===== src/shared/par_defs.svh =====
`ifndef PAR_DEFS_SVH
`define PAR_DEFS_SVH

// ==========================================================
// register byte offsets
`define PAR_OFF_START     12'h000
`define PAR_OFF_STOP      12'h008
`define PAR_OFF_EV_END    12'h100
`define PAR_OFF_EV_MATCH  12'h104
`define PAR_OFF_EV_NOHIT  12'h108
`define PAR_OFF_MASKSET   12'h304
`define PAR_OFF_MASKCLR   12'h308
`define PAR_OFF_STATUS    12'h400
`define PAR_OFF_ENABLE    12'h500
`define PAR_OFF_KEYCNT    12'h504
`define PAR_OFF_KEYPTR    12'h508
`define PAR_OFF_TARGET_ADDRESS_POINTER   12'h510
`define PAR_OFF_TEMPPTR   12'h514

// ==========================================================
// field positions and values
`define PAR_EV_END        0
`define PAR_EV_MATCH      1
`define PAR_EV_NOHIT      2
`define PAR_ENABLE_ON     2'h3
`define PAR_ENABLE_OFF    2'h0
`define PAR_KEYCNT_RST    5'h01
`define PAR_KEY_BYTES_LOG 4

// ==========================================================
// timing, in ns and derived cycles
`define PAR_CLK_NS        100
`define PAR_SETUP_NS      1000
`define PAR_KEY_NS        5875
`define PAR_SETUP_CYC     ((`PAR_SETUP_NS + `PAR_CLK_NS - 1) / `PAR_CLK_NS)
`define PAR_KEY_CYC       (`PAR_KEY_NS / `PAR_CLK_NS)

`endif


===== src/shared/par_pkg.sv =====
`default_nettype none

package par_pkg;

    // ==========================================================
    // resolver sequencing states
    typedef enum logic [2:0] {
        PAR_ST_IDLE  = 3'b001,
        PAR_ST_SETUP = 3'b010,
        PAR_ST_CHECK = 3'b100
    } par_state_t;

    typedef logic [4:0] par_keyidx_t;

    // ==========================================================
    // one key check handed to the matcher
    typedef struct packed {
        logic [31:0] keyAddr;
        logic [31:0] target_address_pointer;
        logic [31:0] tempPtr;
    } par_chk_req_t;

endpackage

`default_nettype wire


===== src/hw/par_slot_timer.sv =====
`timescale 1ns/1ns
`default_nettype none

module par_slot_timer (
    input  wire logic        ref_clk,
    input  wire logic        nrst,
    input  wire logic        load,
    input  wire logic [15:0] loadCount,
    output logic             expired
);

    logic [15:0] count_reg;

    // ==========================================================
    // down counter, reload wins over counting
    always_ff @(posedge ref_clk or negedge nrst) begin
        if (!nrst) begin
            count_reg <= 16'h0000;
        end else if (load) begin
            count_reg <= loadCount;
        end else if (count_reg != 16'h0000) begin
            count_reg <= count_reg - 16'h0001;
        end
    end

    // one-cycle pulse as the count runs out
    always_ff @(posedge ref_clk or negedge nrst) begin
        if (!nrst) begin
            expired <= 1'b0;
        end else begin
            expired <= (count_reg == 16'h0001) && !load;
        end
    end

endmodule // par_slot_timer

`default_nettype wire


===== src/hw/par_resolver_top.sv =====
`timescale 1ns/1ns
`default_nettype none
`include "par_defs.svh"

module par_resolver_top #(
    parameter int SETUP_CYC = `PAR_SETUP_CYC,
    parameter int KEY_CYC   = `PAR_KEY_CYC
) (
    input  wire logic                 ref_clk,
    input  wire logic                 nrst,
    input  wire logic                 psel,
    input  wire logic                 penable,
    input  wire logic                 pwrite,
    input  wire logic [11:0]          paddr,
    input  wire logic [31:0]          pwdata,
    output logic      [31:0]          prdata,
    output logic                      pready,
    output logic                      pslverr,
    output logic                      irq,
    output logic                      chkReq,
    output par_pkg::par_chk_req_t     chkData,
    input  wire logic                 chkDone,
    input  wire logic                 chkMatch
);

    // ==========================================================
    // declarations
    par_pkg::par_state_t  state_reg;
    par_pkg::par_state_t  state_next;
    par_pkg::par_keyidx_t keyIdx_reg;
    par_pkg::par_keyidx_t keyCount_reg;
    logic [3:0]           status_reg;
    logic [1:0]           enable_reg;
    logic [31:0]          keyPtr_reg;
    logic [31:0]          target_address_pointer_reg;
    logic [31:0]          tempPtr_reg;
    logic [2:0]           event_reg;
    logic [2:0]           mask_reg;
    logic [2:0]           evSet;
    logic [2:0]           evClr;
    logic                 slotOver_reg;
    logic                 answered_reg;
    logic                 matchSeen_reg;
    logic                 tmrLoad;
    logic [15:0]          tmrCount;
    logic                 tmrExpired;
    logic                 wrEn;
    logic                 rdSetup;
    logic                 startHit;
    logic                 stopHit;
    logic                 running;
    logic                 nextKey;
    logic [31:0]          rdValue;
    logic                 rdMapped;
    logic [15:0]          setupCnt_reg;

    // register select, shared by the read and write paths
    function automatic logic regHit(input logic [11:0] a, input logic [11:0] off);
        regHit = (a[11:2] == off[11:2]);
    endfunction

    // ==========================================================
    // apb slave: read data captured in setup, write data and answer in first access cycle
    assign rdSetup  = psel && !penable && !pready;
    assign wrEn     = psel && penable && pready && pwrite;
    assign startHit = wrEn && regHit(paddr, `PAR_OFF_START) && pwdata[0];
    assign stopHit  = wrEn && regHit(paddr, `PAR_OFF_STOP) && pwdata[0];
    assign running  = (enable_reg == `PAR_ENABLE_ON);

    // read mux, unmapped addresses flagged
    always_comb begin
        rdValue  = 32'h0000_0000;
        rdMapped = 1'b1;
        if (regHit(paddr, `PAR_OFF_START) || regHit(paddr, `PAR_OFF_STOP)) begin
            rdValue = 32'h0000_0000;
        end else if (regHit(paddr, `PAR_OFF_EV_END)) begin
            rdValue = {31'h0000_0000, event_reg[`PAR_EV_END]};
        end else if (regHit(paddr, `PAR_OFF_EV_MATCH)) begin
            rdValue = {31'h0000_0000, event_reg[`PAR_EV_MATCH]};
        end else if (regHit(paddr, `PAR_OFF_EV_NOHIT)) begin
            rdValue = {31'h0000_0000, event_reg[`PAR_EV_NOHIT]};
        end else if (regHit(paddr, `PAR_OFF_MASKSET)
                     || regHit(paddr, `PAR_OFF_MASKCLR)) begin
            rdValue = {29'h0000_0000, mask_reg};
        end else if (regHit(paddr, `PAR_OFF_STATUS)) begin
            rdValue = {28'h000_0000, status_reg};
        end else if (regHit(paddr, `PAR_OFF_ENABLE)) begin
            rdValue = {30'h0000_0000, enable_reg};
        end else if (regHit(paddr, `PAR_OFF_KEYCNT)) begin
            rdValue = {27'h000_0000, keyCount_reg};
        end else if (regHit(paddr, `PAR_OFF_KEYPTR)) begin
            rdValue = keyPtr_reg;
        end else if (regHit(paddr, `PAR_OFF_TARGET_ADDRESS_POINTER)) begin
            rdValue = target_address_pointer_reg;
        end else if (regHit(paddr, `PAR_OFF_TEMPPTR)) begin
            rdValue = tempPtr_reg;
        end else begin
            rdMapped = 1'b0;
        end
    end

    // answer flops; pready high for exactly the first access cycle
    always_ff @(posedge ref_clk or negedge nrst) begin
        if (!nrst) begin
            pready  <= 1'b0;
            pslverr <= 1'b0;
            prdata  <= 32'h0000_0000;
        end else begin
            pready  <= rdSetup;
            pslverr <= rdSetup && !rdMapped;
            if (rdSetup) begin
                prdata <= pwrite ? 32'h0000_0000 : rdValue;
            end
        end
    end

    // ==========================================================
    // configuration registers
    always_ff @(posedge ref_clk or negedge nrst) begin
        if (!nrst) begin
            enable_reg   <= `PAR_ENABLE_OFF;
            keyCount_reg <= `PAR_KEYCNT_RST;
            keyPtr_reg   <= 32'h0000_0000;
            target_address_pointer_reg  <= 32'h0000_0000;
            tempPtr_reg  <= 32'h0000_0000;
        end else if (wrEn) begin
            if (regHit(paddr, `PAR_OFF_ENABLE)) begin
                enable_reg <= pwdata[1:0];
            end
            if (regHit(paddr, `PAR_OFF_KEYCNT)) begin
                keyCount_reg <= pwdata[4:0];
            end
            if (regHit(paddr, `PAR_OFF_KEYPTR)) begin
                keyPtr_reg <= pwdata;
            end
            if (regHit(paddr, `PAR_OFF_TARGET_ADDRESS_POINTER)) begin
                target_address_pointer_reg <= pwdata;
            end
            if (regHit(paddr, `PAR_OFF_TEMPPTR)) begin
                tempPtr_reg <= pwdata;
            end
        end
    end

    // interrupt enables; set and clear sit at different offsets
    always_ff @(posedge ref_clk or negedge nrst) begin
        if (!nrst) begin
            mask_reg <= 3'h0;
        end else if (wrEn && regHit(paddr, `PAR_OFF_MASKSET)) begin
            mask_reg <= mask_reg | pwdata[2:0];
        end else if (wrEn && regHit(paddr, `PAR_OFF_MASKCLR)) begin
            mask_reg <= mask_reg & ~pwdata[2:0];
        end
    end

    // ==========================================================
    // events: write one clears, a new event in the same cycle wins
    assign evClr[`PAR_EV_END]   = wrEn && regHit(paddr, `PAR_OFF_EV_END) && pwdata[0];
    assign evClr[`PAR_EV_MATCH] = wrEn && regHit(paddr, `PAR_OFF_EV_MATCH) && pwdata[0];
    assign evClr[`PAR_EV_NOHIT] = wrEn && regHit(paddr, `PAR_OFF_EV_NOHIT) && pwdata[0];

    always_ff @(posedge ref_clk or negedge nrst) begin
        if (!nrst) begin
            event_reg <= 3'h0;
        end else begin
            event_reg <= evSet | (event_reg & ~evClr);
        end
    end

    always_ff @(posedge ref_clk or negedge nrst) begin
        if (!nrst) begin
            irq <= 1'b0;
        end else begin
            irq <= |(event_reg & mask_reg);
        end
    end

    // ==========================================================
    // sequencer
    always_comb begin
        state_next = state_reg;
        tmrLoad    = 1'b0;
        tmrCount   = 16'(KEY_CYC);
        evSet      = 3'h0;
        nextKey    = 1'b0;
        unique case (state_reg)
            par_pkg::PAR_ST_IDLE: begin
                if (startHit && running) begin
                    state_next = par_pkg::PAR_ST_SETUP;
                    tmrLoad    = 1'b1;
                    tmrCount   = 16'(SETUP_CYC);
                end
            end
            par_pkg::PAR_ST_SETUP: begin
                if (tmrExpired) begin
                    if (keyCount_reg == 5'h00) begin
                        state_next = par_pkg::PAR_ST_IDLE;
                        evSet      = 3'b101;
                    end else begin
                        state_next = par_pkg::PAR_ST_CHECK;
                        tmrLoad    = 1'b1;
                    end
                end
            end
            par_pkg::PAR_ST_CHECK: begin
                if (slotOver_reg && answered_reg) begin
                    if (matchSeen_reg) begin
                        state_next = par_pkg::PAR_ST_IDLE;
                        evSet      = 3'b011;
                    end else if (5'(keyIdx_reg + 5'h01) >= keyCount_reg) begin
                        state_next = par_pkg::PAR_ST_IDLE;
                        evSet      = 3'b101;
                    end else begin
                        nextKey = 1'b1;
                        tmrLoad = 1'b1;
                    end
                end
            end
        endcase
        if (stopHit || !running) begin
            state_next = par_pkg::PAR_ST_IDLE;
            evSet      = 3'h0;
            nextKey    = 1'b0;
        end
    end

    always_ff @(posedge ref_clk or negedge nrst) begin
        if (!nrst) begin
            state_reg <= par_pkg::PAR_ST_IDLE;
        end else begin
            state_reg <= state_next;
        end
    end

    // key index and per-slot flags
    always_ff @(posedge ref_clk or negedge nrst) begin
        if (!nrst) begin
            keyIdx_reg    <= 5'h00;
            slotOver_reg  <= 1'b0;
            answered_reg  <= 1'b0;
            matchSeen_reg <= 1'b0;
        end else if (state_reg != par_pkg::PAR_ST_CHECK || nextKey) begin
            if (state_reg == par_pkg::PAR_ST_IDLE) begin
                keyIdx_reg <= 5'h00;
            end else if (nextKey) begin
                keyIdx_reg <= 5'(keyIdx_reg + 5'h01);
            end
            slotOver_reg  <= 1'b0;
            answered_reg  <= 1'b0;
            matchSeen_reg <= 1'b0;
        end else begin
            if (tmrExpired) begin
                slotOver_reg <= 1'b1;
            end
            if (chkDone && !answered_reg && !chkReq) begin
                answered_reg  <= 1'b1;
                matchSeen_reg <= chkMatch;
            end
        end
    end

    always_ff @(posedge ref_clk or negedge nrst) begin
        if (!nrst) begin
            status_reg <= 4'h0;
        end else if (evSet[`PAR_EV_MATCH]) begin
            status_reg <= keyIdx_reg[3:0];
        end
    end

    // matcher request, one pulse per key slot
    always_ff @(posedge ref_clk or negedge nrst) begin
        if (!nrst) begin
            chkReq  <= 1'b0;
            chkData <= '0;
        end else begin
            chkReq <= tmrLoad && (state_reg != par_pkg::PAR_ST_IDLE)
                      && (state_next == par_pkg::PAR_ST_CHECK);
            if (tmrLoad && state_next == par_pkg::PAR_ST_CHECK) begin
                chkData.keyAddr <= keyPtr_reg
                    + {23'h00_0000, (nextKey ? 5'(keyIdx_reg + 5'h01) : 5'h00),
                       4'h0};
                chkData.target_address_pointer <= target_address_pointer_reg;
                chkData.tempPtr <= tempPtr_reg;
            end
        end
    end

    par_slot_timer slotTimer (
        .ref_clk   (ref_clk),
        .nrst      (nrst),
        .load      (tmrLoad),
        .loadCount (tmrCount),
        .expired   (tmrExpired)
    );

    // cycles spent in the setup slot; the slot length is a parameter, so no fixed repetition
    always_ff @(posedge ref_clk or negedge nrst) begin
        if (!nrst) begin
            setupCnt_reg <= 16'h0000;
        end else if (state_reg == par_pkg::PAR_ST_SETUP) begin
            setupCnt_reg <= setupCnt_reg + 16'h0001;
        end else begin
            setupCnt_reg <= 16'h0000;
        end
    end
endmodule // par_resolver_top

`default_nettype wire


===== config.mk =====
export PLATFORM = sky130hd
export DESIGN_NAME = par_resolver_top
export DESIGN_NICKNAME = d
export VERILOG_FILES = /design/src/shared/par_pkg.sv /design/src/hw/par_slot_timer.sv /design/src/hw/par_resolver_top.sv
export VERILOG_INCLUDE_DIRS = /design/src /design/src/shared
export SDC_FILE = /design/constraint.sdc
export NUM_CORES = 1
export LEC_CHECK = 0
export ABC_AREA = 1
export BUFFER_PORTS_ARGS = -buffer_cell sky130_fd_sc_hd__buf_2
export CELL_PAD_IN_SITES_DETAIL_PLACEMENT = 2
export CELL_PAD_IN_SITES_GLOBAL_PLACEMENT = 2
export CORE_ASPECT_RATIO = 2
export CORE_MARGIN = 2
export CORE_UTILIZATION = 31
export CTS_CLUSTER_SIZE = 30
export DETAILED_ROUTE_END_ITERATION = 10
export GPL_ROUTABILITY_DRIVEN = 0
export PLACE_DENSITY = 0.82
export SETUP_SLACK_MARGIN = 0.5
export SYNTH_ARGS = -nofsm -noshare
export SYNTH_HDL_FRONTEND = slang
export SYNTH_HIERARCHICAL = 1
export SYNTH_SLANG_ARGS = --single-unit

===== constraint.sdc =====
create_clock -name ref_clk -period 3.8 [get_ports ref_clk]
set_input_delay 0.38 -clock ref_clk [delete_from_list [all_inputs] [get_ports ref_clk]]
set_output_delay 0.38 -clock ref_clk [all_outputs]
set_load 0.005 [all_outputs]

==> key figures <==
STA
  • Final Hold Viols: 0
  • Final Setup Violations: 0
  • Worst Tran Pin Value: 0.881 ns
  • RSZ-0062 raised after global routing: true
  • Highest Clock Rate: 270 MHz
  • Worst slew margin relative to its limit: 41.3%
  • Fin crit period: 3.70 ns
  • Max-slew violation count: 0
  • Clock skew: 0.0310 ns
  • Setup TNS: 0 ns
  • Final period utilization: 97.4%

Final layout
  • Share of cells above drive strength 1: 21.5%
  • NumNets Final: 1796
  • Final instance area: 15800 µm²
  • Commonest non-fill, non-tap cell in the layout: nand2_1
  • Area Overhead vs Synth: 24.0%
  • Number of flip-flops in the largest register: 96
  • Final Instance Count excl. Fillers: 2287
  • N_diodes: 0
  • Utilization after layout: 38.8%
  • Commonest non-fill, non-tap cells in the layout: 428 x nand2_1, 271 x dfrtp_1, 179 x buf_2, 177 x inv_1, 130 x o21ai_0
  • Reg with most FFs: chkData

Place
  • # port buffers: 180
  • Placed cell area: 14400 µm²
  • Placed insts: 2202
  • Hpwl dp: 34100 µm

Critical path
  • Crit-path max cell delay: 0.42 ns
  • Kind of critical path: flip-flop to flip-flop
  • Worst Setup End Kind: flip-flop
  • Most used cell, CP: nand2_1
  • CP startpoint kind: flip-flop
  • Worst Path Arrival: 4.15 ns
  • Max FO, Critical Path: 7
  • Critical path's slowest cell: dfrtp_1
  • Crit-path cells: buf_6, nand3_2, xor2_2, inv_1, ha_1, nand2_1, inv_1, nand4_1, nand3_2, nor3_4, inv_4, nor2_4, ha_2, nand2_1, nor2_2, nand2_1, and3_4, buf_4, nor3_1, xnor2_1, o21ai_1
  • Data required time of the critical path: 4.25 ns

Drt
  • Final ANT Viol Nets: 0
  • DRC violations left: 0
  • Vias: 11600
  • DR iter-0 viols: 357
  • Drt wl/cell: 21.7 µm
  • Vias/cell: 5.08
  • Total routed wirelength: 49700 µm
  • TritonRoute pass-1 iters: 4

Clock tree
  • Worst-Skew Late Latency: 0.58 ns
  • TritonCTS buffer count: 27
  • CTS tree: yes
  • Max clock buf depth: 3
  • CTS clk-pin slew, worst paths: 0.07 ns
  • Clock sink count: 273
  • H-tree depth: 1
  • Root Buffer: clkbuf_16

Yosys
  • Synth cell types: 48
  • #FFs+latches synth: 273
  • Syn avg cell area: 8.41 µm²
  • Synth warn: 6
  • Seq/Total Area, Yosys: 53.5%
  • Synth top area share: 53.1%
  • Main area contributors after synthesis: dfrtp_1 53%, nand2_1 13%, inv_1 5.3%
  • Post-Syn Area: 12800 µm²
  • Largest area contributor in the netlist: dfrtp_1
  • Cells after synthesis: 1519

Die
  • Die W: 148 µm
  • Total core area: 40900 µm²
  • Die area: 43000 µm²
  • Row cnt: 105
  • Die H: 291 µm
  • Initial Utilization: 31.3%
  • IO Pins: 183

Power
  • Final Power: 5.92 mW
  • Peak VDD IR: 0.381 mV
  • LEAKAGE: 7.65 nW
  • Pwr per Cell Area: 374 nW/µm²

GRT
  • All-Layer GR Usage: 22.8%
  • Initial antenna violation count: 2
  • Largest net degree at the start of global routing: 115
  • First-pass GRT wire length: 76200 µm
  • Vias in the first global route: 13300
  • Total global routing overflow: 0

Run
  • Max Cap Viol: 0

Outcome
  • Status: completed

Worst hold path
  • HP Class: input pin to flip-flop
-- cell families (layout without fill, tap and decap cells) --
| logic type | count (synthesis) | after routing | synth area share (%) |
|---|---|---|---|
| simple gates | 622 | 622 | 20.8 |
| xor+xnor | 32 | 32 | 2.19 |
| flops | 273 | 273 | 53.5 |
| fa+ha+maj | 14 | 14 | 1.43 |
| other cells | 2 | 14 | 0.0588 |
| buf+inv | 248 | 469 | 7.86 |
| compound gates | 325 | 325 | 13.9 |
| mux | 3 | 3 | 0.255 |
-- cells in the mapped netlist, drive strengths merged --
library cell / instances
a21boi: 1
a21oi: 43
a31oi: 2
and2: 1
and3: 2
buf: 36
clkbuf: 25
clkinv: 2
conb: 2
dfrtp: 271
dfstp: 2
fa: 1
ha: 13
inv: 185
mux2: 2
mux2i: 1
nand2: 446
nand3: 43
nand3b: 1
nand4: 17
nor2: 83
nor3: 21
nor3b: 1
nor4: 4
o211ai: 2
o21a: 5
o21ai: 210
o21bai: 1
o22ai: 31
o2bb2ai: 1
o31ai: 29
or2: 3
xnor2: 15
xor2: 17
-- per-layer routing --
metal  GRT usage [%]  vias to the layer above  routed length, µm
met2            46.5                      229              29100
met4            11.2                        4               2720
li1                -                     5298                  -
met1            22.0                     5951              16500
met3            2.35                      127               1420
met5               0                        -                 21
-- worst max-delay path: cells and delay by family (launching register included) --
family                     cells  cell delay [ns]
and+or+nand+nor               11             1.35
DFF                            1             0.42
buffers and inverters          5             0.61
adders and majority gates      2             0.69
AOI/OAI and AO/OA              1             0.10
xor gates and xnor gates       2             0.39
-- report_power, final --
group | internal [mW] | total [mW] | switching, mW
Sequential | 2.91 | 2.91 | 0.00203
Clock | 1.59 | 2.84 | 1.25
Combinational | 0.0363 | 0.175 | 0.139
Total | 4.53 | 5.92 | 1.39
-- stage by stage --
step	hold WS [ns]	setup WS [ns]
2_1_floorplan	0.0844	0.408
3_3_place_gp	0.410	0.139
3_5_place_dp	0.414	-0.0696
4_1_cts	0.0663	0.323
5_1_grt	0.113	-0.0849
6_report	0.0840	0.0997
-- worst paths after layout --
| path | from | endpoint | slack (ns) | cells past startpoint |
|---|---|---|---|---|
| worst max-delay path | keyIdx_reg[0]$_DFFE_PN0P_ | chkData[77]$_DFFE_PN0P_ | 0.1 | 21 |
| worst min-delay path | chkMatch | matchSeen_reg$_DFFE_PN0P_ | 0.08 | 3 |
| min in group asynchronous | nrst | chkData[6]$_DFFE_PN0P_ | 0.38 | 2 |
| worst min register to register | prdata[20]$_DFFE_PN0P_ | prdata[20]$_DFFE_PN0P_ | 0.48 | 2 |
| max in group asynchronous | nrst | prdata[29]$_DFFE_PN0P_ | 2.23 | 3 |
| worst max register to register | keyIdx_reg[0]$_DFFE_PN0P_ | chkData[77]$_DFFE_PN0P_ | 0.1 | 21 |
-- cell type report --
class,count,area (µm²)
Multi-Input combinational cell,1010,5330
Timing Repair Buffer,232,1390
Inverter,187,712
Tap cell,535,669
Fill cell,4619,25000
Sequential cell,273,6830
Clock inverter,12,125
Clock buffer,38,787
-- timing repair --
item / 4_1_cts / 5_1_grt
endpoints found under the hold margin: 76 / 0
pin swaps: 37 / 4
resized for setup: 55 / 8
endpoints found under the setup margin: 31 / 98
hold buffers: 1 / 0
buffers inserted: 27 / 7
Note: power is estimated with default switching activity, not from simulation.
